**config.mk**
```make
export PLATFORM = sky130hd
export DESIGN_NAME = rsl_strap_latch
export DESIGN_NICKNAME = d
export VERILOG_FILES = /design/src/rsl_sync.v /design/src/rsl_strap_latch.v
export VERILOG_INCLUDE_DIRS = /design/src /design/src/src
export SDC_FILE = /design/constraint.sdc
export NUM_CORES = 1
export LEC_CHECK = 0
export BUFFER_PORTS_ARGS = -buffer_cell sky130_fd_sc_hd__buf_2
export CAP_MARGIN = 20
export CORE_ASPECT_RATIO = 0.8
export CORE_MARGIN = 5
export CORE_UTILIZATION = 46
export CTS_CLUSTER_SIZE = 24
export DETAILED_ROUTE_END_ITERATION = 7
export PLACE_DENSITY = 0.79
export SLEW_MARGIN = 0
export SYNTH_ARGS = -nofsm -noshare
export SYNTH_HDL_FRONTEND = slang
export SYNTH_HIERARCHICAL = 1
export SYNTH_SLANG_ARGS = --single-unit
```
**constraint.sdc**
```tcl
create_clock -name clock -period 1.7 [get_ports clock]
set_input_delay 0.51 -clock clock [delete_from_list [all_inputs] [get_ports clock]]
set_output_delay 0.51 -clock clock [all_outputs]
set_load 0.02 [all_outputs]
```
**src/rsl_map.vh**
```
/*
  register offsets, field positions, reset values and decode codes of the
  reset strap latch.
  assumes: included by the strap latch design files only.
*/
`ifndef RSL_MAP_VH
`define RSL_MAP_VH

// apb register byte offsets
`define RSL_OFF_STATION   12'h000
`define RSL_OFF_MODE      12'h004
`define RSL_OFF_ADV       12'h008
`define RSL_OFF_STATUS    12'h00c

// station control register fields
`define RSL_ADDR_W        5
`define RSL_ISO_BIT       5
// mode control register fields
`define RSL_MODE_AN_BIT   0
`define RSL_MODE_SPD_BIT  1
`define RSL_MODE_DPX_BIT  2
`define RSL_MODE_STR_LSB  4
`define RSL_MODE_STR_MSB  6
// advertisement register fields
`define RSL_ADV_10H       0
`define RSL_ADV_10F       1
`define RSL_ADV_100H      2
`define RSL_ADV_100F      3
// status register fields
`define RSL_STAT_DONE     0
`define RSL_STAT_ISO      1

// strap defaults and decode codes
`define RSL_STRAP_DEF     3'h7
`define RSL_SEL_00        2'h0
`define RSL_SEL_01        2'h1
`define RSL_SEL_10        2'h2
`define RSL_SEL_11        2'h3
`define RSL_ZERO_ADDR     5'h00

`endif

```
**src/rsl_sync.v**
```verilog
/*
  two-flop synchroniser for a bus of pin inputs.
  assumes: one clock; pins are asynchronous to it.
*/
`timescale 1ns/1ps
`default_nettype none
module rsl_sync #(
  parameter W = 8
) (
  input  wire         clock,
  input  wire         resetn,
  input  wire [W-1:0] din,
  output reg  [W-1:0] dout
);
  reg [W-1:0] meta; // first stage, read only by dout

  // resets to zero; constants only under reset
  always @(posedge clock or negedge resetn)
  begin
    if (!resetn)
    begin
      meta <= {W{1'b0}};
      dout <= {W{1'b0}};
    end
    else
    begin
      meta <= din;
      dout <= meta;
    end
  end
endmodule
`default_nettype wire

```
**src/rsl_strap_latch.v**
```verilog
/*
  reset strap latch: samples the station address and mode straps at the
  first clock edge after hardware reset is released, keeps them, and shows them over apb.
  assumes: resetn is asynchronous active low and clock runs through reset;
  strap pins settle several cycles before reset is released.
*/
// The register offsets and the APB slave port are this design's own decisions.
// Contract
// sample five address straps, keep station address
// latched address readable in station control register
// isolation only when strapped address is zero
// strap high: autoneg, advertise selected capability
// strap low: forced speed/duplex from mode selects
// mode straps latched into mode and advertise
// after reset hold values, never resample straps
// unstrapped mode pins read as all ones
// forced 00 is 10 half, fixed decode
`timescale 1ns/1ps
`default_nettype none
`include "rsl_map.vh"
module rsl_strap_latch (
  input  wire        clock,
  input  wire        resetn,
  input  wire [4:0]  station_address_strap,
  input  wire        autoneg_enable_strap,
  input  wire        mode_select_strap_hi,
  input  wire        mode_select_strap_lo,
  input  wire        strap_fitted_n,
  input  wire        psel,
  input  wire        penable,
  input  wire        pwrite,
  input  wire [11:0] paddr,
  input  wire [31:0] pwdata,
  output reg  [31:0] prdata,
  output reg         pready,
  output reg         pslverr,
  output reg  [4:0]  station_address,
  output reg         isolate,
  output reg         autoneg_on,
  output reg         speed_100,
  output reg         full_duplex,
  output reg  [3:0]  advertise,
  output reg         strap_done
);

  // synchronised pins; strap_fitted_n low means mode pins floating
  wire [8:0] pins_s;
  rsl_sync #(.W(9)) u_sync (
    .clock  (clock),
    .resetn (resetn),
    .din    ({strap_fitted_n, autoneg_enable_strap,
              mode_select_strap_hi, mode_select_strap_lo,
              station_address_strap}),
    .dout   (pins_s)
  );

  // internal pull-ups win when no strap is fitted
  wire [2:0] mode_pins = pins_s[8] ? pins_s[7:5] : `RSL_STRAP_DEF;

  // limitation: the synchroniser clears under reset, so the strap level
  // is the one seen at the first edge after release; the board must keep
  // the straps steady for a few cycles past release
  // reset is async: a release pulse lets us capture on the clock
  reg  [1:0] rel_sh;    // released-reset shift, constant under reset
  reg        latched;   // straps frozen at third edge after release
  reg  [4:0] addr_q;    // latched station address
  reg  [2:0] mode_q;    // latched {an, hi, lo}
  reg  [4:0] sw_addr;   // software-written address, no isolate effect

  // forced decode: {speed_100, full_duplex}
  function [1:0] forced_dec;
    input [1:0] sel;
    begin
      case (sel)
        `RSL_SEL_00: forced_dec = 2'h0;
        `RSL_SEL_01: forced_dec = 2'h1;
        `RSL_SEL_10: forced_dec = 2'h2;
        default:     forced_dec = 2'h3;
      endcase
    end
  endfunction

  // only codes 00 and 01 offer both duplexes; 10 and 11 offer half only
  // advertised capability set {100f,100h,10f,10h}
  function [3:0] adv_dec;
    input [1:0] sel;
    begin
      case (sel)
        `RSL_SEL_00: adv_dec = 4'h3;
        `RSL_SEL_01: adv_dec = 4'hc;
        `RSL_SEL_10: adv_dec = 4'h1;
        default:     adv_dec = 4'h4;
      endcase
    end
  endfunction

  // strap capture: tracks pins up to the third edge after release, then freezes
  always @(posedge clock or negedge resetn)
  begin
    if (!resetn)
    begin
      rel_sh  <= 2'h0;
      latched <= 1'b0;
      addr_q  <= `RSL_ZERO_ADDR;
      mode_q  <= `RSL_STRAP_DEF;
    end
    else
    begin
      rel_sh <= {rel_sh[0], 1'b1};
      // sync delay means the last value kept is the pin level at the first edge after release
      if (!latched)
      begin
        addr_q <= pins_s[4:0];
        mode_q <= mode_pins;
        if (rel_sh[1])
          latched <= 1'b1;
      end
    end
  end

  // registered so every top-level output comes straight from a flop
  // derived outputs, all registered
  always @(posedge clock or negedge resetn)
  begin
    if (!resetn)
    begin
      station_address <= `RSL_ZERO_ADDR;
      isolate         <= 1'b0;
      autoneg_on      <= 1'b1;
      speed_100       <= 1'b1;
      full_duplex     <= 1'b1;
      advertise       <= 4'h0;
      strap_done      <= 1'b0;
    end
    else
    begin
      strap_done      <= latched;
      station_address <= latched ? sw_addr : addr_q;
      // only the strapped address picks isolation, not sw_addr
      isolate <= latched && (addr_q == `RSL_ZERO_ADDR);
      autoneg_on <= mode_q[2];
      // speed and duplex are forced only while autoneg is off; under
      // autoneg they sit low and the capability set goes out instead
      if (mode_q[2])
      begin
        advertise   <= adv_dec(mode_q[1:0]);
        speed_100   <= 1'b0;
        full_duplex <= 1'b0;
      end
      else
      begin
        advertise   <= 4'h0;
        {speed_100, full_duplex} <= forced_dec(mode_q[1:0]);
      end
    end
  end

  // no wait states: pready is a registered copy of the setup phase, so
  // every transfer takes exactly one access cycle and read data shows
  // the registers as they stood at the setup edge
  // apb slave: zero wait, one access phase
  wire acc   = psel && penable;
  wire wr_st = acc && pwrite && (paddr == `RSL_OFF_STATION);
  wire known = (paddr == `RSL_OFF_STATION) || (paddr == `RSL_OFF_MODE) ||
               (paddr == `RSL_OFF_ADV) || (paddr == `RSL_OFF_STATUS);

  // kept apart from addr_q so a later software write of address zero
  // can never reach the isolation decode
  // software address copy, seeded from the strap at freeze
  always @(posedge clock or negedge resetn)
  begin
    if (!resetn)
      sw_addr <= `RSL_ZERO_ADDR;
    else if (!latched)
      sw_addr <= pins_s[4:0];
    else if (wr_st)
      sw_addr <= pwdata[`RSL_ADDR_W-1:0];
  end

  // read mux and handshake outputs
  always @(posedge clock or negedge resetn)
  begin
    if (!resetn)
    begin
      prdata  <= 32'h0;
      pready  <= 1'b0;
      pslverr <= 1'b0;
    end
    else
    begin
      pready  <= psel && !penable; // ready in the access cycle
      pslverr <= psel && !penable && !known;
      prdata  <= 32'h0;
      if (psel && !penable && !pwrite)
      begin
        case (paddr)
          `RSL_OFF_STATION:
          begin
            prdata[`RSL_ADDR_W-1:0] <= sw_addr;
            prdata[`RSL_ISO_BIT]    <= isolate;
          end
          `RSL_OFF_MODE:
          begin
            prdata[`RSL_MODE_AN_BIT]  <= autoneg_on;
            prdata[`RSL_MODE_SPD_BIT] <= speed_100;
            prdata[`RSL_MODE_DPX_BIT] <= full_duplex;
            prdata[`RSL_MODE_STR_MSB:`RSL_MODE_STR_LSB] <= mode_q;
          end
          `RSL_OFF_ADV:
          begin
            prdata[`RSL_ADV_100F:`RSL_ADV_10H] <= advertise;
            prdata[`RSL_MODE_STR_MSB:`RSL_MODE_STR_LSB] <= mode_q;
          end
          `RSL_OFF_STATUS:
          begin
            prdata[`RSL_STAT_DONE] <= strap_done;
            prdata[`RSL_STAT_ISO]  <= isolate;
          end
          default: prdata <= 32'h0;
        endcase
      end
    end
  end
endmodule
`default_nettype wire

```
## After elaboration in Yosys (flattened, before gate mapping)

Index checks and enable logic that the tools add are counted.

| storage, ports and cells | value |
|---|---|
| register bits after elaboration | 82 |
| input bits | 58 |
| output and inout port bits | 48 |
| logic and storage cells | 57 |

| operators by class | value |
|---|---|
| equal/unequal tests | 6 |
| multiplexer cells | 17 |
| reductions and logical operators | 17 |

Operator list:

| kind | count |
|---|---|
| == test 12 x 4 -> 1 bit (second input constant) | 2 |
| 2-to-1 mux 5 bit | 3 |
| == test 12 x 3 -> 1 bit (second input constant) | 1 |
| logical NOT 12 bit | 1 |
| one-hot mux 4 bit (3 select lines) | 1 |
| one-hot mux 2 bit (4 select lines) | 1 |
| logical AND 1 bit | 7 |
| 2-to-1 mux 7 bit | 1 |
| one-hot mux 2 bit (3 select lines) | 1 |
| logical NOT 5 bit | 1 |
| 2-to-1 mux 1 bit | 5 |
| 2-to-1 mux 4 bit | 1 |
| one-hot mux 2 bit (2 select lines) | 1 |
| logical NOT 1 bit | 3 |
| logical OR 1 bit | 3 |
| 2-to-1 mux 3 bit | 1 |
| one-hot mux 1 bit (3 select lines) | 1 |
| == test 2 x 1 -> 1 bit (second input constant) | 1 |
| == test 2 bit (second input constant) | 1 |
| logical NOT 2 bit | 1 |
| inequality test 2 x 1 -> 1 bit (second input constant) | 1 |
| one-hot mux 1 bit (2 select lines) | 1 |
| OR reduction 2 bit | 1 |

## Depth between registers and ports, before layout

Gate-level depths: netlist of run 1.

| logic depth | value |
|---|---|
| depth after elaboration | 6 |
| gate-level depth with buffers | 5 |
| depth with buffers taken out | 4 |

## By module

The synthesis of run 1 kept the hierarchy.

Modules (own cells, without submodules):

| module | instances | cells an instance | area an instance (sq um) | seq. area each (sq um) |
|---|---|---|---|---|
| rsl_strap_latch | 1 | 158 | 1799.2 | 983.4 |
| rsl_sync | 1 | 18 | 450.4 | 450.4 |

## Worst setup path before layout of run 1

No wires, ideal clock.

| path | value |
|---|---|
| kind | input port to flip-flop |
| start | input paddr[3] |
| end | register sw_addr[0] |
| library setup time | 0.125 ns |
| arrival | 1.704 ns |
| required time | 1.575 ns |
| slack | -0.128 ns |
| stages on the path | 4 |
| buffers on the path | 1 |
| path through | buf_2 > or4b_4 > o21ai_4 > mux2_2 |

| on the way | value |
|---|---|
| word-level cells in the longest chain between the ends | 3 |

RTL lines:

| element | line | RTL |
|---|---|---|
| start, declared | rsl_strap_latch.v:32 | `input wire [11:0] paddr,` |
| logical NOT 12 bit | -- |  |
| logical AND 1 bit | rsl_strap_latch.v:163 | `` wire wr_st = acc && pwrite && (paddr == `RSL_OFF_STATION); `` |
| inequality test 2 x 1 -> 1 bit (no source line) | -- |  |
| end signal, assigned | rsl_strap_latch.v:173 | `` sw_addr <= `RSL_ZERO_ADDR; `` |
| end signal, assigned | rsl_strap_latch.v:175 | `sw_addr <= pins_s[4:0];` |
| end signal, assigned | rsl_strap_latch.v:177 | `` sw_addr <= pwdata[`RSL_ADDR_W-1:0]; `` |
| end, declared | rsl_strap_latch.v:68 | `reg [4:0] sw_addr;` |

No other way between the ends.
A chain may end at the register's enable or synchronous reset.

## Worst setup path in the final report of run 1

| path | value |
|---|---|
| start | input penable |
| end | register sw_addr[4] |

| on the way | value |
|---|---|
| word-level cells in the longest chain between the ends | 4 |

RTL lines:

| element | line | RTL |
|---|---|---|
| start, declared | rsl_strap_latch.v:30 | `input wire penable,` |
| logical AND 1 bit | rsl_strap_latch.v:162 | `wire acc = psel && penable;` |
| logical AND 1 bit (2 in a row) | rsl_strap_latch.v:163 |  |
| inequality test 2 x 1 -> 1 bit (no source line) | -- |  |

No other way between the ends.

==> results of run 1 <==
==> routing by layer <==
metal / GRT usage [%] / part of all wire (%)
met1: 15.6 / 40
met2: 20.1 / 49
met3: 6.81 / 10
met4: 6.54 / 0.93
met5: 0 / 0
==> registers in the layout, summed over array words and instances, names as in the netlist, 2 cells and up <==
name	flops
u_sync/meta	9
rel_sh	2
sw_addr	5
prdata	7
u_sync/dout	9
mode_q	3
station_address	5
addr_q	5
advertise	4
==> stage by stage <==
| stage | setup WS [ns] | hold slack [ns] | utilization, % | std cells | cell area [um^2] |
|---|---|---|---|---|---|
| 2_1_floorplan | -0.116 | 0.214 | - | 200 | 2340 |
| 3_3_place_gp | -0.184 | 0.331 | 54.2 | 289 | 2520 |
| 3_5_place_dp | -0.229 | 0.335 | 54.2 | 289 | 2520 |
| 4_1_cts | 0.138 | 0.162 | 59.2 | 305 | 2750 |
| 5_1_grt | 0.0921 | 0.179 | 59.2 | 305 | 2750 |
| 6_report | 0.130 | 0.164 | 59.2 | 305 | 2750 |
==> placed cells by master, fill, tap and decap left out, types with 2 or more instances in the layout <==
cell type / synthesis / layout
buf_2: 3 / 53
dfrtp_1: 51 / 51
conb_1: 2 / 26
nand2_1: 21 / 21
nor2_1: 13 / 13
clkbuf_8: 0 / 11
mux2_2: 10 / 10
nand2b_1: 7 / 7
a21oi_1: 6 / 6
dfstp_2: 6 / 6
buf_4: 25 / 6
nor2b_1: 5 / 5
mux2i_1: 4 / 4
inv_1: 3 / 3
nor3_1: 3 / 3
nor4_2: 2 / 2
nor3_2: 2 / 2
mux4_1: 2 / 2
bufinv_16: 0 / 2
clkinv_2: 0 / 2
==> path summary, 6_finish.rpt <==
kind | from | slack, ns | endpoint | cells after the start
min in group clock | station_address_strap[0] | 0.28 | u_sync/meta[0] | 1
setup reg to reg | addr_q[3] | 0.40 | isolate | 2
setup / recovery | penable | 0.13 | sw_addr[4] | 5
max in group asynchronous | resetn | 1.24 | speed_100 | 2
hold / removal | resetn | 0.16 | addr_q[3] | 2
hold reg to reg | u_sync/meta[1] | 0.35 | u_sync/dout[1] | 0
==> power by group through the flow <==
| stage | Clock [uW] | Combinational [uW] | Sequential [uW] |
|---|---|---|---|
| floorplan | 0 | 211 | 1590 |
| global placement | 0 | 340 | 1550 |
| detailed placement | 0 | 349 | 1550 |
| CTS | 1450 | 351 | 1530 |
| global route | 1530 | 384 | 1540 |
| finish | 1420 | 346 | 1530 |
==> worst max-delay path: cells and delay by family <==
kind                   cells  cell delay [ns]
muxes                      1             0.37
buffers and inverters      1             0.08
AOI/OAI and AO/OA          1             0.24
and+or+nand+nor            2             0.58
==> cell families after synthesis <==
kind of cell	Yosys count
muxes	16
and+or+nand+nor	58
AOI/OAI and AO/OA	8
other	2
DFF	57
buffers and inverters	34
xor gates and xnor gates	1
==> area by class of cell <==
cell class	instances	area (um^2)	share of cell area [%]
clock inverters	5	77.6	2.82
inverters	3	11.3	0.409
well taps	60	75.1	2.73
clock buffers	11	151	5.50
repair buffers	60	330	12.0
flip-flops and latches	57	1430	52.1
multi-input cells	109	673	24.5
==> results_dict.tcl, run 1 <==
set metrics [dict create \
    synth_commonest_cells "51 x dfrtp_1, 25 x buf_4, 21 x nand2_1, 13 x nor2_1, 10 x mux2_2" \
    placement.io_buffers 53 \
    required_ns 1.92 \
    start_util_pct 48.4 \
    cts_buffer_depth 2 \
    irDropWorstVdd_mv 0.633 \
    root_buffer "clkbuf_8" \
    yosysSeqAreaShare_pct 63.7 \
    io_pins 106 \
    viasPerCell 4.29 \
    antenna_found_initial 0 \
    fin_tns_setup_ns 0 \
    cts.sinks 57 \
    hold_class "in2async" \
    startpoint_type "input port" \
    power_frac_seq_pct 46.5 \
    p_sw_uw 787 \
    synth_flop_cell "dfrtp_1" \
    synth_xor_area_share_pct 0.389 \
    core_um2 4650 \
    max_freq_mhz 637 \
    finalHoldViolations 0 \
    cts_tree "done" \
    timing_worst_setup_path_type "in2reg" \
    grt_pass1_wl_mm 6.21 \
    wirelength_mm 3.85 \
    drtIter0Drc 53 \
    avgSynthCellArea_um2 12.8 \
    crit_chain "buf_2 -> nand2_1 -> or4b_4 -> o21ai_4 -> mux2_2" \
    insertion_delay_ns 0.33 \
    gp_congestion 0.814 \
    clk_pin_slew_worst_paths_ns 0.06 \
    grt_setup_unrepaired "false" \
    setup_violations 0 \
    n_fill_cell 375 \
    synth_cell_types 28 \
    h-tree-depth 3 \
    synth_adder_area_share_pct 0 \
    clock_power_share_pct 43.0 \
    leakagePower_uw 0.00141 \
    die_x_um 88.2 \
    syn_inst 176 \
    synth_edf_count 0 \
    power.density_nw_per_um2 1200 \
    synth_top_family_by_area "simple AND/OR/NAND/NOR gates" \
    area_delta_synth_final_pct 22.4 \
    netlist.area_leader.share_pct 56.7 \
    drc 0 \
    yosys.area_share.simple_pct 13.7 \
    comb_power_share_pct 10.5 \
    drive_above_1_share_pct 41.2 \
    ant_nets 0 \
    grt_pass1_vias 1338 \
    grt_overflow 0 \
    status "finished, final reports clean" \
    grt_max_degree 58 \
    cp_max_fo 5 \
    ys_ff_latch 57 \
    cpPeakStageDelay_ns 0.52 \
    skew_ns 0.00389 \
    ctsHoldBuffers 0 \
    grt_use_total_pct 13.3 \
    yosysWarnings 6 \
    syn-cell-area_um2 2250 \
    endpoint_kind "register" \
    fin_nets 298 \
    rows 22 \
    fin_crit_sh_pct 92.4 \
    ys_top_cells_by_area "dfrtp_1 57%, buf_4 8.3%, dfstp_2 7.0%" \
    cap_violations 0 \
    die_h_um 72.6 \
    period_needed_ns 1.57 \
    insertedDiodeCount 0 \
    wl_per_cell_um 12.6 \
    synth_compound_area_share_pct 2.34 \
    synth_mux_area_share_pct 9.12 \
    async_reset_ff_share_pct 100 \
    synth_area_leader_cell "dfrtp_1" \
    cts-buffers-inserted 9 \
    synth.most_common_cell "dfrtp_1" \
    internal_power_uw 2500 \
    routed-via-count 1307 \
    cp_slowest_cell "or4b_4" \
    first_pass_iters 4 \
    fin_total_pwr_uw 3290 \
    cts_setup_buffers 0 \
    cts_resized 0 \
    dieArea_um2 6400 \
    cp.arrival_ns 1.79 \
    p_sw_share_pct 23.9 \
    slew_violations 0 \
    hpwl_mm 2.76 \
]
Power figures use the tool's default switching activity.
==> run 2, diff against run 1 <==
- CORE_UTILIZATION: 46 -> 35
- PLACE_DENSITY: 0.79 -> unset
==> run 2 against run 1 <==
  * Die area grew 27%
  * Highest routed layer unchanged
  * Register-to-register slack got worse by 0.04 ns
  * Clock power barely moved
  * Worst setup slack better by 0.018 ns
==> results_dict.tcl, run 2 (synthesis results as in run 1) <==
set metrics [dict create \
    skew_ns 0.00472 \
    cpPeakStageDelay_ns 0.55 \
    cts.sinks 57 \
    grt_pass1_vias 1191 \
    wl_per_cell_um 11.5 \
    area_delta_synth_final_pct 23.8 \
    n_fill_cell 614 \
    cts_buffer_depth 2 \
    rows 26 \
    drc 0 \
    gp_congestion 0.795 \
    first_pass_iters 5 \
    endpoint_kind "output port" \
    die_x_um 99.6 \
    viasPerCell 3.92 \
    ctsHoldBuffers 0 \
    insertion_delay_ns 0.33 \
    period_needed_ns 1.55 \
    antenna_found_initial 0 \
    start_util_pct 35.6 \
    drtIter0Drc 49 \
    cts-buffers-inserted 9 \
    cp.arrival_ns 1.04 \
    status "finished, final reports clean" \
    leakagePower_uw 0.00141 \
    dieArea_um2 8140 \
    hold_class "in2async" \
    placed_cells 312 \
    grt_max_degree 45 \
    cts_resized 0 \
    grt_pass1_wl_mm 5.93 \
    cp_slowest_cell "dfstp_2" \
    required_ns 1.19 \
    setup_violations 0 \
    startpoint_type "register" \
    drive_above_1_share_pct 41.0 \
    core_um2 6310 \
    root_buffer "clkbuf_8" \
    grt_setup_unrepaired "false" \
    timing_worst_setup_path_type "reg2out" \
    clk_pin_slew_worst_paths_ns 0.06 \
    finalHoldViolations 0 \
    fin_nets 297 \
    ant_nets 0 \
    use_met2_pct 13.6 \
    final_cells 328 \
    max_freq_mhz 644 \
    io_pins 106 \
    busiest_layer "met2" \
    die_h_um 81.7 \
    cap_violations 0 \
    whs_ns 0.0629 \
    met1_usage_pct 12.5 \
    hpwl_mm 2.73 \
    grt_use_total_pct 9.99 \
    layout_commonest_cell "buf_2" \
    cp_max_fo 2 \
    slew_violations 0 \
    placement.io_buffers 53 \
    grt_overflow 0 \
    h-tree-depth 3 \
    irDropWorstVdd_mv 0.552 \
    use_met3_pct 5.09 \
    wirelength_mm 3.76 \
    routed-via-count 1286 \
    path_buf_inv 1 \
    cts_tree "done" \
    fin_crit_sh_pct 91.3 \
    insertedDiodeCount 0 \
    pre_cts_slack_ns -0.208 \
    top_regs "u_sync/dout x9, u_sync/meta x9, prdata x7" \
    power.density_nw_per_um2 1190 \
    worst_slack_ns 0.148 \
    cts_setup_buffers 0 \
    crit_family "flip-flops" \
    crit_chain "buf_2" \
    final_cell_mix "53 x buf_2, 51 x dfrtp_1, 26 x conb_1" \
]
## run 2: worst paths after layout
check | from | end | slack, ns | cells past startpoint
setup / recovery | full_duplex | full_duplex | 0.15 | 1
hold reg to reg | u_sync/meta[1] | u_sync/dout[1] | 0.35 | 0
max in group asynchronous | resetn | mode_q[1] | 1.06 | 2
min in group clock | station_address_strap[2] | u_sync/meta[2] | 0.28 | 1
hold / removal | resetn | addr_q[3] | 0.06 | 1
setup reg to reg | addr_q[3] | isolate | 0.36 | 2
## run 2: layout make-up
type / instances / area [um^2] / area share (%)
inverters: 3 / 11.3 / 0.404
well taps: 84 / 105 / 3.77
repair buffers: 59 / 323 / 11.6
clock buffers: 12 / 165 / 5.93
flip-flops and latches: 57 / 1430 / 51.5
clock inverters: 4 / 73.8 / 2.65
multi-input cells: 109 / 673 / 24.2
## run 2: power by group
| part | switching [uW] | leakage, uW | internal (uW) |
|---|---|---|---|
| combinational | 212 | 0.000610 | 133 |
| sequential | 56.6 | 0.000682 | 1470 |
| clock | 501 | 0.000123 | 944 |
| total | 770 | 0.00141 | 2550 |
## run 2: per-layer routing
layer / share of wire [%] / vias up
met5: 0 / -
met4: 2.5 / 0
met3: 9.4 / 11
met2: 44 / 45
met1: 44 / 584
li1: - / 646
## run 2: through the flow
stage	util (%)	power (uW)	cell area, um^2	setup TNS (ns)
final	44.1	3320	2790	0
after global routing	44.1	3490	2790	0
after CTS	44.1	3380	2790	0
after detailed placement	40.3	1900	2550	-1.87
after global placement	40.3	1900	2550	-1.76
after floorplan	-	1800	2340	-0.579
==> run 3, diff against run 2 <==
- HOLD_SLACK_MARGIN: unset -> 0.12
==> run 3 against run 2 <==
  * Clock skew about the same
  * Clock power about the same
  * Final cell count grew 0.30%
  * Flip-flop and latch count unchanged
  * Sequential share of layout area fell by 0.18 points
  * Clock-buffer cell count stayed put
  * Global-route usage unchanged
  * Worst setup slack barely moved
  * Wire length fell by 0.40%
  * Via count shrank 0.47%
  * Critical path type unchanged
  * Largest power group unchanged
  * Highest routed layer unchanged
==> results_dict.tcl, run 3 (synthesis results as in run 1) <==
set metrics [dict create \
    status "finished, final reports clean" \
    final_cells 329 \
    skew_ns 0.00516 \
    hpwl_mm 2.73 \
    cts_buffer_depth 2 \
    n_fill_cell 613 \
    cts_setup_buffers 0 \
    crit_family "flip-flops" \
    crit_chain "buf_2" \
    holdPathStages 1 \
    timing.rr.end "isolate" \
    fin_util_pct 44.3 \
    grt_pass1_wl_mm 5.93 \
    busiest_layer "met2" \
    routed-via-count 1280 \
    path_buf_inv 1 \
    die_h_um 81.7 \
    first_pass_iters 5 \
    drtIter0Drc 37 \
    wirelength_mm 3.74 \
    layout_commonest_cell "buf_2" \
    clk_pin_slew_worst_paths_ns 0.06 \
    reg2reg_slack_ns 0.36 \
    min_from "station_address_strap[2]" \
    start_util_pct 35.6 \
    dieArea_um2 8140 \
    timing.rr.start "addr_q[3]" \
    use_met2_pct 13.6 \
    startpoint_type "register" \
    fin_nets 298 \
    max_freq_mhz 644 \
    cts.sinks 57 \
    crit_cells 1 \
    placed_cells 312 \
    cpPeakStageDelay_ns 0.55 \
    reg2reg_depth 2 \
    cts-buffers-inserted 9 \
    power.density_nw_per_um2 1190 \
    cp_max_fo 2 \
    antenna_found_initial 0 \
    grt_overflow 0 \
    h-tree-depth 3 \
    grt_setup_unrepaired "false" \
    hold_class "in2reg" \
    cts_resized 0 \
    timing_worst_setup_path_type "reg2out" \
    use_met3_pct 5.09 \
    endpoint_kind "output port" \
    grt_pass1_vias 1191 \
    grt_max_degree 45 \
    cp_slowest_cell "dfstp_2" \
    final_cell_mix "53 x buf_2, 51 x dfrtp_1, 26 x conb_1" \
    top_regs "u_sync/dout x9, u_sync/meta x9, prdata x7" \
    leakagePower_uw 0.00142 \
    io_pins 106 \
    fin_crit_sh_pct 91.3 \
    setup_violations 0 \
    met1_usage_pct 12.5 \
    area_delta_synth_final_pct 24.2 \
    drc 0 \
    cts_tree "done" \
    root_buffer "clkbuf_8" \
    wl_per_cell_um 11.4 \
    hold_path_end "u_sync/meta[2]" \
    cap_violations 0 \
    insertedDiodeCount 0 \
    required_ns 1.19 \
    gp_congestion 0.795 \
    whs_ns 0.280 \
    cp.arrival_ns 1.04 \
    viasPerCell 3.89 \
    ant_nets 0 \
    insertion_delay_ns 0.33 \
    core_um2 6310 \
    die_x_um 99.6 \
    rows 26 \
    grt_use_total_pct 9.99 \
    drive_above_1_share_pct 40.8 \
    slew_violations 0 \
    fin_total_pwr_uw 3320 \
    finalHoldViolations 0 \
    placement.io_buffers 53 \
    period_needed_ns 1.55 \
    irDropWorstVdd_mv 0.552 \
]
## run 3: cell types whose count changed in the layout (fill, tap and decap cells not counted), sizes merged
cell / previous run / this run
dlygate4sd3: 0 / 1
## run 3: per-stage QoR
stage	TNS [ns]	worst slack [ns]	instance area [um^2]
finish	0	0.148	2800
global route	0	0.105	2800
CTS	0	0.132	2800
detailed placement	-1.87	-0.208	2550
global placement	-1.76	-0.192	2550
floorplan	-0.579	-0.116	2340
## run 3: report_power, final
group | internal [uW] | switching [uW] | total, uW
Sequential | 1470 | 57.0 | 1530
Clock | 944 | 500 | 1440
Combinational | 135 | 212 | 347
## run 3: how the worst max path moves through the flow
| stage | startpoint | to | slack (ns) |
|---|---|---|---|
| floorplan | paddr[2] | sw_addr[0] | -0.12 |
| global placement | psel | sw_addr[3] | -0.19 |
| detailed placement | penable | sw_addr[1] | -0.21 |
| CTS | full_duplex | full_duplex | 0.13 |
| global route | speed_100 | speed_100 | 0.11 |
| finish | full_duplex | full_duplex | 0.15 |
## run 3: cell type report
cell class | count | area, um^2 | share of cell area [%]
tap | 84 | 105 | 3.76
sequential | 57 | 1430 | 51.3
inverter | 3 | 11.3 | 0.403
multi-input combinational | 109 | 673 | 24.1
timing repair buffer | 60 | 333 | 11.9
clock inverter | 4 | 73.8 | 2.64
clock buffer | 12 | 165 | 5.91
## run 3: routing by layer
metal / vias up / wire length [um]
met5: - / 0
met4: 0 / 93
met3: 11 / 350
met2: 43 / 1630
met1: 578 / 1670
li1: 648 / -
## run 3: what timing repair did
action,4_1_cts,5_1_grt
endpoints found under the hold margin,13,0
hold buffers,1,0
endpoints found under the setup margin,0,0
